[src/common/pfc_pkg.sv]
package pfc_pkg;

    // ****************************************************************
    // Register offsets (byte addresses, one word each)
    // ****************************************************************
    localparam logic [7:0] PFC_OFS_CTRL = 8'h00;
    localparam logic [7:0] PFC_OFS_STATUS = 8'h04;
    localparam logic [7:0] PFC_OFS_PC = 8'h08;
    localparam logic [7:0] PFC_OFS_STK = 8'h0C;
    localparam logic [7:0] PFC_OFS_PAIR = 8'h10;
    localparam logic [7:0] PFC_OFS_FLAGS = 8'h14;
    localparam logic [7:0] PFC_OFS_OPCODE = 8'h18;
    localparam logic [7:0] PFC_OFS_COUNT = 8'h1C;

    // ****************************************************************
    // Field positions
    // ****************************************************************
    localparam int PFC_CTRL_RUN_BIT = 0;
    localparam int PFC_CTRL_STEP_BIT = 1;
    localparam int PFC_CTRL_CLR_BIT = 2;
    localparam int PFC_STAT_BUSY_BIT = 0;
    localparam int PFC_STAT_ILLEGAL_BIT = 1;
    localparam int PFC_STAT_STATE_LSB = 4;
    localparam int PFC_PAIR_H_LSB = 8;

    // ****************************************************************
    // Reset values
    // ****************************************************************
    localparam logic [15:0] PFC_PC_RESET = 16'h0000;
    localparam logic [15:0] PFC_STK_RESET = 16'h0000;
    localparam logic [7:0] PFC_BYTE_RESET = 8'h00;
    localparam logic [3:0] PFC_FLAGS_RESET = 4'h0;

    // ****************************************************************
    // Opcode encodings
    // ****************************************************************
    localparam logic [7:0] PFC_OP_COND_MASK = 8'hC7;
    localparam logic [7:0] PFC_OP_BRANCH_COND = 8'hC2;
    localparam logic [7:0] PFC_OP_CALL_COND = 8'hC4;
    localparam logic [7:0] PFC_OP_RETURN_COND = 8'hC0;
    localparam logic [7:0] PFC_OP_BRANCH_ALWAYS = 8'hC3;
    localparam logic [7:0] PFC_OP_CALL_ALWAYS = 8'hCD;
    localparam logic [7:0] PFC_OP_RETURN_ALWAYS = 8'hC9;
    localparam logic [7:0] PFC_OP_PAIR_TO_COUNTER = 8'hE9;
    localparam logic [7:0] PFC_OP_LOAD_PAIR = 8'h2A;
    localparam logic [7:0] PFC_OP_STORE_PAIR = 8'h22;

    // ****************************************************************
    // Types
    // ****************************************************************
    typedef struct packed {
        logic parity;
        logic sign;
        logic zero;
        logic carry;
    } pfc_flags_s;

    typedef enum logic [2:0] {
        KIND_ILLEGAL = 3'b000,
        KIND_JUMP = 3'b001,
        KIND_CALL = 3'b010,
        KIND_RETURN = 3'b011,
        KIND_PAIR_JUMP = 3'b100,
        KIND_LOAD_PAIR = 3'b101,
        KIND_STORE_PAIR = 3'b110
    } pfc_kind_e;

    typedef struct packed {
        pfc_kind_e kind;
        logic taken;
        logic operand;
    } pfc_dec_s;

    typedef enum logic [3:0] {
        ST_IDLE = 4'b0000,
        ST_OPCODE = 4'b0001,
        ST_DECODE = 4'b0010,
        ST_ADDR_LO = 4'b0011,
        ST_ADDR_HI = 4'b0100,
        ST_EXEC = 4'b0101,
        ST_PUSH_HI = 4'b0110,
        ST_PUSH_LO = 4'b0111,
        ST_POP_LO = 4'b1000,
        ST_POP_HI = 4'b1001,
        ST_DATA_LO = 4'b1010,
        ST_DATA_HI = 4'b1011
    } pfc_state_e;

    // Bits 2:1 of the condition field pick the flag, bit 0 the polarity.
    function automatic logic pfc_cond_met(input logic [2:0] cond, input pfc_flags_s fl);
        logic sel;
        sel = 1'b0;
        unique case (cond[2:1])
            2'b00: sel = fl.zero;
            2'b01: sel = fl.carry;
            2'b10: sel = fl.parity;
            2'b11: sel = fl.sign;
        endcase
        return sel == cond[0];
    endfunction

endpackage

[src/verilog/pfc_decode.sv]
`timescale 1ns/100ps
module pfc_decode
    import pfc_pkg::*;
(
    input wire logic [7:0] opcode,
    input wire pfc_flags_s flags,
    output pfc_dec_s dec
);

    // ****************************************************************
    // Opcode classes
    // ****************************************************************
    wire logic is_branch_cond = (opcode & PFC_OP_COND_MASK) == PFC_OP_BRANCH_COND;
    wire logic is_call_cond = (opcode & PFC_OP_COND_MASK) == PFC_OP_CALL_COND;
    wire logic is_return_cond = (opcode & PFC_OP_COND_MASK) == PFC_OP_RETURN_COND;
    wire logic is_branch = (opcode == PFC_OP_BRANCH_ALWAYS) || is_branch_cond;
    wire logic is_call = (opcode == PFC_OP_CALL_ALWAYS) || is_call_cond;
    wire logic is_return = (opcode == PFC_OP_RETURN_ALWAYS) || is_return_cond;
    wire logic is_pair_jump = opcode == PFC_OP_PAIR_TO_COUNTER;
    wire logic is_load = opcode == PFC_OP_LOAD_PAIR;
    wire logic is_store = opcode == PFC_OP_STORE_PAIR;
    wire logic is_cond = is_branch_cond || is_call_cond || is_return_cond;
    wire logic cond_ok = pfc_cond_met(opcode[5:3], flags);

    // ****************************************************************
    // Result
    // ****************************************************************
    wire pfc_kind_e kind = is_branch ? KIND_JUMP :
                           is_call ? KIND_CALL :
                           is_return ? KIND_RETURN :
                           is_pair_jump ? KIND_PAIR_JUMP :
                           is_load ? KIND_LOAD_PAIR :
                           is_store ? KIND_STORE_PAIR : KIND_ILLEGAL;

    assign dec.kind = kind;
    assign dec.taken = is_cond ? cond_ok : 1'b1;
    assign dec.operand = is_branch || is_call || is_load || is_store;

endmodule // pfc_decode

[src/verilog/pfc_top.sv]
`timescale 1ns/100ps
module pfc_top
    import pfc_pkg::*;
(
    input wire logic CLK,
    input wire logic SYS_RST,
    input wire logic PSEL,
    input wire logic PENABLE,
    input wire logic PWRITE,
    input wire logic [7:0] PADDR,
    input wire logic [31:0] PWDATA,
    output logic [31:0] PRDATA,
    output logic PREADY,
    output logic PSLVERR,
    output logic [15:0] MEM_ADDR,
    output logic [7:0] MEM_WDATA,
    output logic MEM_WRITE,
    output logic MEM_REQ,
    input wire logic [7:0] MEM_RDATA,
    input wire logic MEM_ACK
);

    // ****************************************************************
    // Architectural state
    // ****************************************************************
    logic [15:0] pc;
    logic [15:0] stk;
    logic [15:0] tgt;
    logic [7:0] reg_h;
    logic [7:0] reg_l;
    logic [7:0] opcode;
    logic [31:0] count;
    logic run;
    logic illegal;
    pfc_flags_s flags;
    pfc_state_e state;
    pfc_dec_s dec;

    pfc_decode u_decode (
        .opcode(opcode),
        .flags(flags),
        .dec(dec)
    );

    // ****************************************************************
    // APB decode
    // ****************************************************************
    wire logic idle = state == ST_IDLE;
    wire logic apb_setup = PSEL & ~PENABLE;
    wire logic apb_write = PSEL & PENABLE & PWRITE & PREADY & ~PSLVERR;
    wire logic hit_ctrl = PADDR == PFC_OFS_CTRL;
    wire logic hit_status = PADDR == PFC_OFS_STATUS;
    wire logic hit_pc = PADDR == PFC_OFS_PC;
    wire logic hit_stk = PADDR == PFC_OFS_STK;
    wire logic hit_pair = PADDR == PFC_OFS_PAIR;
    wire logic hit_flags = PADDR == PFC_OFS_FLAGS;
    wire logic hit_opcode = PADDR == PFC_OFS_OPCODE;
    wire logic hit_count = PADDR == PFC_OFS_COUNT;
    wire logic hit_arch = hit_pc | hit_stk | hit_pair | hit_flags;
    wire logic hit_ro = hit_status | hit_opcode | hit_count;
    wire logic hit_any = hit_ctrl | hit_arch | hit_ro;
    // Core state may only be rewritten while the core is stopped, so a
    // write never races an instruction in flight.
    wire logic next_slverr = ~hit_any | (PWRITE & (hit_ro | (hit_arch & ~idle)));
    wire logic ctrl_write = apb_write & hit_ctrl;
    wire logic step_req = ctrl_write & PWDATA[PFC_CTRL_STEP_BIT];
    wire logic clr_req = ctrl_write & PWDATA[PFC_CTRL_CLR_BIT];
    wire logic start = idle & (run | step_req);

    wire logic [31:0] status_word = {24'h000000, state, 2'b00, illegal, ~idle};
    wire logic [31:0] next_prdata =
        hit_ctrl ? {31'h00000000, run} :
        hit_status ? status_word :
        hit_pc ? {16'h0000, pc} :
        hit_stk ? {16'h0000, stk} :
        hit_pair ? {16'h0000, reg_h, reg_l} :
        hit_flags ? {28'h0000000, flags} :
        hit_opcode ? {24'h000000, opcode} :
        hit_count ? count : 32'h00000000;

    // ****************************************************************
    // APB answer
    // ****************************************************************
    // The answer is prepared in the setup cycle so that every bus output
    // comes from a flip-flop and the access still needs no wait state.
    always_ff @(posedge CLK) begin
        if (SYS_RST) begin
            PREADY <= 1'b0;
            PSLVERR <= 1'b0;
            PRDATA <= 32'h00000000;
        end else begin
            PREADY <= apb_setup;
            PSLVERR <= apb_setup & next_slverr;
            PRDATA <= (apb_setup & ~PWRITE & hit_any) ? next_prdata : 32'h00000000;
        end
    end

    // ****************************************************************
    // Memory access per state
    // ****************************************************************
    logic [15:0] acc_addr;
    logic [7:0] acc_wdata;
    logic acc_write;
    logic acc_state;

    always_comb begin
        acc_addr = pc;
        acc_wdata = 8'h00;
        acc_write = 1'b0;
        acc_state = 1'b1;
        unique case (state)
            ST_OPCODE, ST_ADDR_LO, ST_ADDR_HI: begin
                acc_addr = pc;
            end
            ST_PUSH_HI: begin
                acc_addr = stk - 16'h0001;
                acc_wdata = pc[15:8];
                acc_write = 1'b1;
            end
            ST_PUSH_LO: begin
                acc_addr = stk - 16'h0002;
                acc_wdata = pc[7:0];
                acc_write = 1'b1;
            end
            ST_POP_LO: begin
                acc_addr = stk;
            end
            ST_POP_HI: begin
                acc_addr = stk + 16'h0001;
            end
            ST_DATA_LO: begin
                acc_addr = tgt;
                acc_wdata = reg_l;
                acc_write = dec.kind == KIND_STORE_PAIR;
            end
            ST_DATA_HI: begin
                acc_addr = tgt + 16'h0001;
                acc_wdata = reg_h;
                acc_write = dec.kind == KIND_STORE_PAIR;
            end
            default: begin
                acc_state = 1'b0;
            end
        endcase
    end

    wire logic mem_done = MEM_REQ & MEM_ACK;
    wire logic issue = acc_state & ~MEM_REQ;
    wire pfc_state_e after_insn = run ? ST_OPCODE : ST_IDLE;

    // ****************************************************************
    // Memory request
    // ****************************************************************
    // A request stands until acknowledged; at least one idle cycle separates two
    // requests, trading a little speed for a simple handshake.
    always_ff @(posedge CLK) begin
        if (SYS_RST) begin
            MEM_REQ <= 1'b0;
            MEM_WRITE <= 1'b0;
            MEM_ADDR <= 16'h0000;
            MEM_WDATA <= 8'h00;
        end else if (issue) begin
            MEM_REQ <= 1'b1;
            MEM_WRITE <= acc_write;
            MEM_ADDR <= acc_addr;
            MEM_WDATA <= acc_wdata;
        end else if (mem_done) begin
            MEM_REQ <= 1'b0;
            MEM_WRITE <= 1'b0;
        end
    end

    // ****************************************************************
    // Control and error bits
    // ****************************************************************
    wire logic fault = (state == ST_DECODE) & (dec.kind == KIND_ILLEGAL);

    always_ff @(posedge CLK) begin
        if (SYS_RST) begin
            run <= 1'b0;
            illegal <= 1'b0;
        end else begin
            if (ctrl_write) begin
                run <= PWDATA[PFC_CTRL_RUN_BIT];
            end
            if (clr_req) begin
                illegal <= 1'b0;
            end
            if (fault) begin
                run <= 1'b0;
                illegal <= 1'b1;
            end
        end
    end

    // ****************************************************************
    // Software access to the core registers
    // ****************************************************************
    // Flags are touched only by software; no control-flow instruction
    // has a path into them.
    always_ff @(posedge CLK) begin
        if (SYS_RST) begin
            flags <= PFC_FLAGS_RESET;
        end else if (apb_write & hit_flags) begin
            flags <= PWDATA[3:0];
        end
    end

    // ****************************************************************
    // Instruction sequencer
    // ****************************************************************
    always_ff @(posedge CLK) begin
        if (SYS_RST) begin
            state <= ST_IDLE;
            pc <= PFC_PC_RESET;
            stk <= PFC_STK_RESET;
            tgt <= 16'h0000;
            reg_h <= PFC_BYTE_RESET;
            reg_l <= PFC_BYTE_RESET;
            opcode <= PFC_BYTE_RESET;
            count <= 32'h00000000;
        end else begin
            unique case (state)
                ST_IDLE: begin
                    if (apb_write & hit_pc) begin
                        pc <= PWDATA[15:0];
                    end
                    if (apb_write & hit_stk) begin
                        stk <= PWDATA[15:0];
                    end
                    if (apb_write & hit_pair) begin
                        reg_h <= PWDATA[PFC_PAIR_H_LSB +: 8];
                        reg_l <= PWDATA[7:0];
                    end
                    if (start) begin
                        state <= ST_OPCODE;
                    end
                end
                ST_OPCODE: begin
                    if (mem_done) begin
                        opcode <= MEM_RDATA;
                        pc <= pc + 16'h0001;
                        state <= ST_DECODE;
                    end
                end
                ST_DECODE: begin
                    if (dec.kind == KIND_ILLEGAL) begin
                        state <= ST_IDLE;
                    end else if (dec.operand) begin
                        state <= ST_ADDR_LO;
                    end else if (dec.kind == KIND_PAIR_JUMP) begin
                        pc <= {reg_h, reg_l};
                        count <= count + 32'h00000001;
                        state <= after_insn;
                    end else if (dec.taken) begin
                        state <= ST_POP_LO;
                    end else begin
                        count <= count + 32'h00000001;
                        state <= after_insn;
                    end
                end
                ST_ADDR_LO: begin
                    if (mem_done) begin
                        tgt[7:0] <= MEM_RDATA;
                        pc <= pc + 16'h0001;
                        state <= ST_ADDR_HI;
                    end
                end
                ST_ADDR_HI: begin
                    if (mem_done) begin
                        tgt[15:8] <= MEM_RDATA;
                        pc <= pc + 16'h0001;
                        state <= ST_EXEC;
                    end
                end
                ST_EXEC: begin
                    if (dec.kind == KIND_JUMP) begin
                        if (dec.taken) begin
                            pc <= tgt;
                        end
                        count <= count + 32'h00000001;
                        state <= after_insn;
                    end else if (dec.kind == KIND_CALL) begin
                        if (dec.taken) begin
                            state <= ST_PUSH_HI;
                        end else begin
                            count <= count + 32'h00000001;
                            state <= after_insn;
                        end
                    end else begin
                        state <= ST_DATA_LO;
                    end
                end
                ST_PUSH_HI: begin
                    if (mem_done) begin
                        state <= ST_PUSH_LO;
                    end
                end
                ST_PUSH_LO: begin
                    if (mem_done) begin
                        stk <= stk - 16'h0002;
                        pc <= tgt;
                        count <= count + 32'h00000001;
                        state <= after_insn;
                    end
                end
                ST_POP_LO: begin
                    if (mem_done) begin
                        tgt[7:0] <= MEM_RDATA;
                        state <= ST_POP_HI;
                    end
                end
                ST_POP_HI: begin
                    if (mem_done) begin
                        pc <= {MEM_RDATA, tgt[7:0]};
                        stk <= stk + 16'h0002;
                        count <= count + 32'h00000001;
                        state <= after_insn;
                    end
                end
                ST_DATA_LO: begin
                    if (mem_done) begin
                        if (dec.kind == KIND_LOAD_PAIR) begin
                            reg_l <= MEM_RDATA;
                        end
                        state <= ST_DATA_HI;
                    end
                end
                ST_DATA_HI: begin
                    if (mem_done) begin
                        if (dec.kind == KIND_LOAD_PAIR) begin
                            reg_h <= MEM_RDATA;
                        end
                        count <= count + 32'h00000001;
                        state <= after_insn;
                    end
                end
                default: begin
                    state <= ST_IDLE;
                end
            endcase
        end
    end

endmodule // pfc_top

[config.mk]
export PLATFORM = sky130hd
export DESIGN_NAME = pfc_top
export DESIGN_NICKNAME = d
export VERILOG_FILES = /design/src/common/pfc_pkg.sv /design/src/verilog/pfc_decode.sv /design/src/verilog/pfc_top.sv
export SDC_FILE = /design/constraint.sdc
export NUM_CORES = 1
export LEC_CHECK = 0
export ABC_AREA = 1
export BUFFER_PORTS_ARGS = -buffer_cell sky130_fd_sc_hd__buf_4
export CAP_MARGIN = 20
export CORE_UTILIZATION = 35
export CTS_BUF_LIST = sky130_fd_sc_hd__clkbuf_4
export DETAILED_ROUTE_END_ITERATION = 10
export GPL_TIMING_DRIVEN = 0
export PLACE_DENSITY = 0.62
export SETUP_SLACK_MARGIN = 0.02
export SLEW_MARGIN = 20
export SYNTH_ARGS = -nofsm -noshare
export SYNTH_HDL_FRONTEND = slang
export SYNTH_SLANG_ARGS = --single-unit
[constraint.sdc]
create_clock -name CLK -period 2.53 [get_ports CLK]
set_input_delay 0.506 -clock CLK [delete_from_list [all_inputs] [get_ports CLK]]
set_output_delay 0.506 -clock CLK [all_outputs]
set_load 0.05 [all_outputs]
After elaboration in Yosys (flattened, before gate mapping)
Cells that the tools add are included.
- $add $sub $neg: 7
- eq/ne operators: 59
- muxes and demuxes: 70
- reduce and logical (&&, ||, !) cells: 39
- bitwise gates (word level): 39
- operator list (operator ; count):
    $mux W16 ; 18
    $mux W32 ; 7
    $pmux W16 S6 ; 2
    $pmux W32 S3 ; 1
    $mux W4 ; 14
    $add A16 B1 Y16 const B ; 3
    $pmux W16 S3 ; 1
    $mux W8 ; 5
    $pmux W4 S10 ; 1
    $add A32 B1 Y32 const B ; 1
    $eq A8 B5 Y1 const B ; 4
    $eq A8 B8 Y1 const B ; 4
    $pmux W8 S2 ; 2
    $pmux W8 S4 ; 1
    $ne A2 B2 Y1 const B ; 15
    $and A1 B1 Y1 ; 21
    $mux W3 ; 7
    $add A16 B2 Y16 const B ; 1
    $eq A4 B3 Y1 const B ; 4
    $eq A4 B4 Y1 const B ; 4
    $eq A8 B4 Y1 const B ; 2
    $eq A8 B6 Y1 const B ; 2
    $sub A16 B1 Y16 const B ; 1
    $sub A16 B2 Y16 const B ; 1
    other kinds (35) ; 92
- bits in registers: 174
- output and inout bits: 60
- word-level logic and storage cells: 239

Longest topological paths before layout
Gate-level depths: netlist of run 1.
- depth after elaboration: 12
- gate-level depth with buffers: 16
- mapped depth without buffers: 15

By module
A second synthesis of run 1 with hierarchy kept.
- cell total of the unflattened synthesis: 1793
- area total of the unflattened synthesis: 11023.1 um2
- by module, submodules not included (module ; area each (um2) ; times used ; sequential area each (um2) ; cells an instance):
    pfc_top ; 10776.6 ; 1 ; 3483.3 ; 1736
    pfc_decode ; 246.5 ; 1 ; 0.0 ; 57

Worst setup path after synthesis of run 1
OpenSTA, ideal clock, no wires.
- kind: in2reg
- start: in PADDR[1]
- end: reg reg_h[6]
- path slack: 414 ps
- arrival time: 1978 ps
- stages on the path: 9
- data required time: 2392 ps
- library setup time: 138 ps
- cells stage by stage: nor2_1 -> nand3_1 -> nor2_1 -> inv_1 -> o21ai_0 -> nand2_1 -> clkbuf_1 -> a211oi_1 -> a211oi_1
- longest elaborated chain between the ends: 4
- ends and longest elaborated chain (item ; RTL line ; text):
    start: declaration ; pfc_top.sv:10 ; input wire logic [7:0] PADDR,
    $eq A8 B5 Y1 ; pfc_top.sv:55 ; wire logic hit_pair = PADDR == PFC_OFS_PAIR;
    $and A1 B1 Y1 ; pfc_top.sv:231 ; if (apb_write & hit_pair) begin
    $ne A2 B1 Y1 (no source line) ; n/a ;
    $reduce_and A4 Y1 (no source line) ; n/a ;
    end signal: assignment ; pfc_top.sv:232 ; reg_h <= PWDATA[PFC_PAIR_H_LSB +: 8];
    end: declaration ; pfc_top.sv:29 ; logic [7:0] reg_h;
No other way between the ends.
A chain may end at the register's enable or synchronous reset.

Final worst setup path of run 1
- start: reg state[3]
- end: reg reg_h[6]
- longest elaborated chain between the ends: 3
- elaborated cells between the ends (all ways): 8
- ends and longest elaborated chain (item ; RTL line ; text):
    start: declaration ; pfc_top.sv:36 ; pfc_state_e state;
    start signal: assignment ; pfc_top.sv:254 ; state <= after_insn;
    start signal: assignment ; pfc_top.sv:259 ; state <= after_insn;
    start signal: assignment ; pfc_top.sv:282 ; state <= after_insn;
    $eq A4 B4 Y1 or $logic_not A4 Y1 (tied branches) ; pfc_top.sv:223 ; unique case (state)
    $ne A2 B2 Y1 (no source line) (tied with other cells) ; n/a ;
    $reduce_and A4 Y1 (no source line) ; n/a ;
Parallel ways exist; a longest one is shown, timed or not.

==> flow_summary.json, run 1 <==
{
  "status": "completed",
  "r2r_slack_ns": 0.04,
  "seq_area_frac_synth_pct": 31.0,
  "post-synth-top-area-cell": "dfxtp_1",
  "slew_headroom_pct": 33.7,
  "yosys_register_bits": 174,
  "cp-startpoint": "state[3]",
  "cp_num_buf_inv": 3,
  "syn_area_per_cell_um2": 6.02,
  "dp_cells": 2370,
  "hold_class": "in -> reg",
  "die_w_um": 181,
  "path_common_cell": "a211oi_1",
  "clock_skew_ns": 0.0528,
  "total_power_mw": 4.89,
  "cts_buffers": 17,
  "num_vias": 13900,
  "grt_use_total_pct": 33.6,
  "place_area_um2": 12500,
  "max-clock-path-buffers": 2,
  "finalSetupViolCount": 0,
  "met3_usage_pct": 5.56,
  "dp_hpwl_um": 43900,
  "drt-pass1-iter-count": 6,
  "die_h_um": 181,
  "clk_latency_ns": 0.65,
  "crit_family": "buffers and inverters",
  "cp.required_ns": 3.03,
  "reg2reg_from": "state[3]",
  "use_met2_pct": 51.6,
  "start_util_pct": 35.6,
  "core_um2": 31600,
  "synth.distinct_cells": 42,
  "maxCapViolCount": 0,
  "tns_ns": 0,
  "hold_buffers": 0,
  "startpoint_type": "flip-flop",
  "final_nets": 2064,
  "yosys_warnings": 0,
  "root_buffer": "clkbuf_4",
  "post-route-min-period_ns": 2.49,
  "reg2reg_to": "reg_h[6]",
  "gr-usage-met1_pct": 45.2,
  "die_area_um2": 32900,
  "cp-endpoint": "reg_h[6]",
  "fmax_mhz": 402,
  "hold_slack_ns": 0.121,
  "synth.area.top_cells": "dfxtp_1, nand2_1, nor2_1, a21oi_1, inv_1",
  "grt_start_max_net_pins": 17,
  "cp_max_fo": 10,
  "area_growth_pct": 17.6,
  "endpoint_kind": "flip-flop",
  "syn_nets": 1932,
  "worst_pin_slew_ns": 0.995,
  "powerDensity_nw_per_um2": 370,
  "num_rows": 65,
  "antenna_found_initial": 1,
  "grt_setup_unrepaired": "yes",
  "utilization_pct": 41.8,
  "final_hold_viol_count": 0,
  "crit_chain": "inv_2, nor2_8, nand2_2, buf_2, o21ai_0, nand2_1, clkbuf_2, a211oi_1, a211oi_1",
  "arrival_ns": 2.99,
  "cp_num_cells": 9,
  "grt_pass1_vias": 12500,
  "ant_nets": 0,
  "report.final.slew_viol_count": 0,
  "ir_drop_mv": 0.251,
  "synth_top_area_share_pct": 31.0,
  "dp_slack_ns": -0.695,
  "gp_congestion": 1.03,
  "drt_iter0_markers": 1752,
  "finalInstanceArea_um2": 13200,
  "drc": 0,
  "grt_first_pass_wirelength_um": 81000,
  "slowest_stage": "dfxtp_2",
  "cp_slowest_stage_delay_ns": 0.45,
  "overflow": 0,
  "drive_above_1_share_pct": 13.6,
  "setup_ws_ns": 0.0431,
  "portBuffers": 97,
  "top_usage_layer": "met2",
  "stdcell_count": 2418,
  "leakagePower_nw": 5.45,
  "cts_tree": "built",
  "path_class": "reg -> reg",
  "min_period_over_period_pct": 98.3,
  "cts.sinks": 174,
  "wl_um": 55700,
  "postSynthCellCount": 1871,
  "routedWlPerCell_um": 23.0,
  "reg2reg_depth": 9,
  "io_pins": 114,
  "cts.clk_slew.worst_paths_ns": 0.17,
  "htree_levels": 4,
  "avgViaCountPerCell": 5.75,
  "synth_area_um2": 11300
}
[layout make-up]
class | instances | area, um^2
Inverter | 225 | 856
Clock buffer | 17 | 128
Multi-Input combinational cell | 1394 | 6830
Timing Repair Buffer | 116 | 878
Sequential cell | 174 | 3500
Fill cell | 3462 | 18400
Clock inverter | 14 | 184
Antenna cell | 1 | 2.50
Buffer | 75 | 360
Tap cell | 402 | 503
[worst register-to-register path, stage by stage (launching register included)]
cell and delay, ns:
dfxtp_2 0.45, inv_2 0.09, nor2_8 0.21, nand2_2 0.14, buf_2 0.25, o21ai_0 0.19, nand2_1 0.27, clkbuf_2 0.33
a211oi_1 0.34, a211oi_1 0.08
[Yosys cell counts]
cell       count
o21bai_1       3
or3_1          1
nand2_1      457
a21oi_1      165
o2111ai_1     11
nand3b_1       6
nor3_2         1
a221oi_1       4
nand2_2        7
a22oi_1        5
inv_1        215
o221ai_1       6
buf_1          2
nand4_1       36
o211ai_1      11
nand3_4        1
o21ai_1        8
nor3_1        26
buf_6          1
buf_2         21
nor2_2         9
nor2_8         1
nor2_1       253
nor4_1         5
clkinv_1       1
clkbuf_1      50
a21oi_2        1
dfxtp_1      174
nand4_2        1
nand3_1      133
xor2_1        10
inv_2          9
buf_4          4
o311ai_0       1
o211a_1        1
a211oi_1      21
ha_1           7
or2_2          3
o21ai_0      145
nor2_4         3
o22ai_1       39
a31oi_1       13
[per-layer routing]
layer  share of wire, %  up-vias  routed length, um
li1                   -     6465                  -
met1                 42     6474              23200
met2                 43      795              24000
met3                9.8      159               5440
met4                5.4        0               3000
met5                  0        -                  0
[power by group]
part	internal (mW)	switching, mW	leakage (nW)	total [mW]
Clock	0.703	1.15	0.161	1.86
Sequential	2.75	0.00646	1.40	2.75
Combinational	0.0820	0.203	3.89	0.285
Total	3.53	1.36	5.45	4.89
[worst min path at each step]
| stage | cells past startpoint | from | end | slack (ns) |
|---|---|---|---|---|
| after floorplan | 2 | count[16] | PRDATA[16] | 0.43 |
| after global placement | 2 | count[16] | PRDATA[16] | 0.45 |
| after detailed placement | 2 | count[16] | PRDATA[16] | 0.45 |
| after CTS | 3 | PWDATA[1] | flags[1] | 0.09 |
| after global routing | 3 | PWDATA[1] | flags[1] | 0.1 |
| final | 3 | PWDATA[1] | flags[1] | 0.12 |
[layout by cell type (no fill, tap or decap), types with 4 or more instances in the layout]
cell type / count
a211oi_1: 20
a21oi_1: 165
a221oi_1: 4
a22oi_1: 5
a31oi_1: 13
buf_2: 16
buf_4: 120
clkbuf_1: 35
clkbuf_2: 11
clkbuf_4: 22
clkinvlp_4: 4
dfxtp_1: 168
dfxtp_2: 4
ha_1: 6
inv_1: 209
inv_2: 12
nand2_1: 446
nand2_2: 16
nand3_1: 127
nand3_2: 5
nand3b_1: 6
nand4_1: 36
nor2_1: 232
nor2_2: 20
nor2_4: 13
nor3_1: 25
nor4_1: 5
o2111ai_1: 11
o211ai_1: 11
o21ai_0: 140
o21ai_1: 12
o221ai_1: 6
o22ai_1: 39
xor2_1: 10
[cell families after synthesis]
kind of cell	share of synthesized area [%]
fa+ha+maj	0.778
simple gates	35.4
buf+inv	10.5
xor+xnor	0.778
compound gates	21.6
flops	31.0
[sequential cells by signal, indices dropped and copies added, names as in the netlist, 4 cells and up]
register   cells
PRDATA        32
count         32
MEM_ADDR      16
pc            16
stk           16
tgt           16
MEM_WDATA      8
opcode         8
reg_h          8
reg_l          8
flags          4
state          4
[timing repair]
action                                  CTS  global route
endpoints found under the setup margin   88           100
gates resized for setup                  22            88
buffers inserted                          8            10
pin swaps                                 3             5
No activity file was read; power rests on OpenSTA's default activity.
==> run 2: changes to the inputs <==
--- a/config.mk
+++ b/config.mk
@@ -9,9 +9,9 @@
 export BUFFER_PORTS_ARGS = -buffer_cell sky130_fd_sc_hd__buf_4
 export CAP_MARGIN = 20
-export CORE_UTILIZATION = 35
+export CORE_UTILIZATION = 30
 export CTS_BUF_LIST = sky130_fd_sc_hd__clkbuf_4
 export DETAILED_ROUTE_END_ITERATION = 10
 export GPL_TIMING_DRIVEN = 0
-export PLACE_DENSITY = 0.62
+export PLACE_DENSITY = 0.56
 export SETUP_SLACK_MARGIN = 0.02
 export SLEW_MARGIN = 20
==> constraint.sdc (replaced) <==
create_clock -name CLK -period 2.53 [get_ports CLK]
set_input_delay 0.253 -clock CLK [delete_from_list [all_inputs] [get_ports CLK]]
set_output_delay 0.253 -clock CLK [all_outputs]
set_load 0.05 [all_outputs]
==> run 2 against run 1 <==
Wire length increased by 1.4%. Sequential share of layout area decreased by 0.45 points. Flip-flop and latch count unchanged. Die area increased by 16%. Via count increased by 0.76%. Clock power decreased by 3%.
==> flow_summary.json, run 2 (synthesis gave the netlist of run 1 again) <==
{
  "die_area_um2": 38300,
  "final_common_cell": "nand2_1",
  "path_class": "reg -> reg",
  "cts.clk_slew.worst_paths_ns": 0.19,
  "avgViaCountPerCell": 5.59,
  "cts_tree": "built",
  "drive_above_1_share_pct": 12.3,
  "drt_iter0_markers": 1701,
  "clk_latency_ns": 0.68,
  "ir_drop_mv": 0.283,
  "intPower_mw": 3.39,
  "path_common_cell": "nand2_1",
  "slowest_stage": "dfxtp_1",
  "htree_levels": 4,
  "multiInputGateArea_um2": 6760,
  "root_buffer": "clkbuf_4",
  "grt_use_total_pct": 29.4,
  "slew_headroom_pct": 25.1,
  "grt_start_max_net_pins": 19,
  "start_util_pct": 30.6,
  "layout_common_cells": "nand2_1, nor2_1, inv_1",
  "seqCellArea_um2": 3490,
  "p_seq_share_pct": 56.6,
  "overflow": 0,
  "worst_pin_slew_ns": 1.12,
  "gp_congestion": 1.01,
  "dp_slack_ns": -0.435,
  "routedWlPerCell_um": 22.5,
  "finalSetupViolCount": 0,
  "antenna_found_initial": 2,
  "startpoint_type": "flip-flop",
  "status": "completed",
  "arrival_ns": 3.03,
  "powerDensity_nw_per_um2": 362,
  "grt_first_pass_wirelength_um": 83400,
  "post-route-min-period_ns": 2.51,
  "grt_setup_unrepaired": "yes",
  "min_period_over_period_pct": 99.1,
  "cp.required_ns": 3.05,
  "switching_share_pct": 30.4,
  "report.final.slew_viol_count": 0,
  "clkPwrFrac_pct": 37.0,
  "stdcell_count": 2505,
  "hold_slack_ns": 0.0379,
  "finalInstanceArea_um2": 13400,
  "io_pins": 114,
  "cts_buffers": 17,
  "fillCellCount": 4128,
  "area_growth_pct": 19.5,
  "endpoint_kind": "flip-flop",
  "hold_class": "in -> reg",
  "num_rows": 70,
  "grt_pass1_vias": 13100,
  "p_sw_mw": 1.48,
  "max-clock-path-buffers": 2,
  "dp_hpwl_um": 44400,
  "cp_slowest_stage_delay_ns": 0.34,
  "dp_cells": 2436,
  "portBuffers": 97,
  "final_hold_viol_count": 0,
  "drt-pass1-iter-count": 6,
  "fmax_mhz": 399,
  "cp_max_fo": 10,
  "drc": 0,
  "maxCapViolCount": 0,
  "setup_ws_ns": 0.0238,
  "ant_nets": 0,
  "leakagePower_nw": 5.50,
  "die_h_um": 196,
  "core_um2": 36800,
  "die_w_um": 196,
  "wl_um": 56400,
  "final_nets": 2083,
  "crit_chain": "clkbuf_4, nand2_2, inv_2, nand2_1, nand3_4, inv_2, nand2_1, clkbuf_2, nand3_1, o21ai_1, nand3_1, nand2_1, nor2_1",
  "cts.sinks": 174,
  "place_area_um2": 12600,
  "clock_skew_ns": 0.0449,
  "power_frac_comb_pct": 6.4,
  "top_regs": "PRDATA (32), count (32)",
  "num_vias": 14000
}
## run 2: repair_timing
action	in CTS	in global routing
pin swaps	3	3
endpoints found under the setup margin	84	91
hold endpoints to repair	55	0
gates resized for setup	27	54
hold buffers	25	0
setup buffers	6	6
## run 2: final timing paths
| path | slack (ns) | start | cells past startpoint | to |
|---|---|---|---|---|
| max | 0.02 | state[0] | 13 | pc[8] |
| min | 0.04 | PSEL | 5 | PRDATA[0] |
| max reg2reg | 0.02 | state[0] | 13 | pc[8] |
| min reg2reg | 0.48 | MEM_WDATA[1] | 2 | MEM_WDATA[1] |
## run 2: cell type report
class                           count  share of cell area [%]
Multi-Input combinational cell   1394                    50.3
Clock buffer                       17                   0.949
Timing Repair Buffer              134                    8.13
Antenna cell                        2                  0.0372
Tap cell                          468                    4.36
Sequential cell                   174                    26.0
Clock inverter                     15                    1.28
Inverter                          225                    6.29
Buffer                             76                    2.67
## run 2: power by group through the flow
stage / clock [mW] / sequential, mW / combinational [mW]
4_1_cts: 1.82 / 2.76 / 0.304
3_5_place_dp: 0 / 2.81 / 0.272
6_report: 1.80 / 2.75 / 0.314
3_3_place_gp: 0 / 2.81 / 0.273
2_1_floorplan: 0 / 2.82 / 0.0989
5_1_grt: 1.93 / 2.76 / 0.323
## run 2: through the flow
| step | power, mW | utilization (%) | setup TNS [ns] |
|---|---|---|---|
| 2_1_floorplan | 2.92 | - | 0 |
| 5_1_grt | 5.01 | 36.6 | -1.04 |
| 4_1_cts | 4.88 | 36.0 | 0 |
| 3_3_place_gp | 3.09 | 34.2 | -12.41 |
| 3_5_place_dp | 3.08 | 34.2 | -11.75 |
| 6_report | 4.87 | 36.6 | 0 |
## run 2: per-layer routing
| layer | vias up | track usage [%] | share of wire, % |
|---|---|---|---|
| met5 | - | 0 | 0 |
| met4 | 0 | 15.5 | 5.3 |
| met3 | 142 | 4.14 | 8.3 |
| met2 | 749 | 46.8 | 45 |
| met1 | 6584 | 38.5 | 42 |
| li1 | 6524 | - | - |
## run 2: critical path, delay by kind of cell, from the launching register on
| family | cells | cell delay [ns] |
|---|---|---|
| AOI/OAI and AO/OA | 1 | 0.16 |
| buffers and inverters | 4 | 0.74 |
| and+or+nand+nor | 8 | 1.14 |
| DFF | 1 | 0.34 |
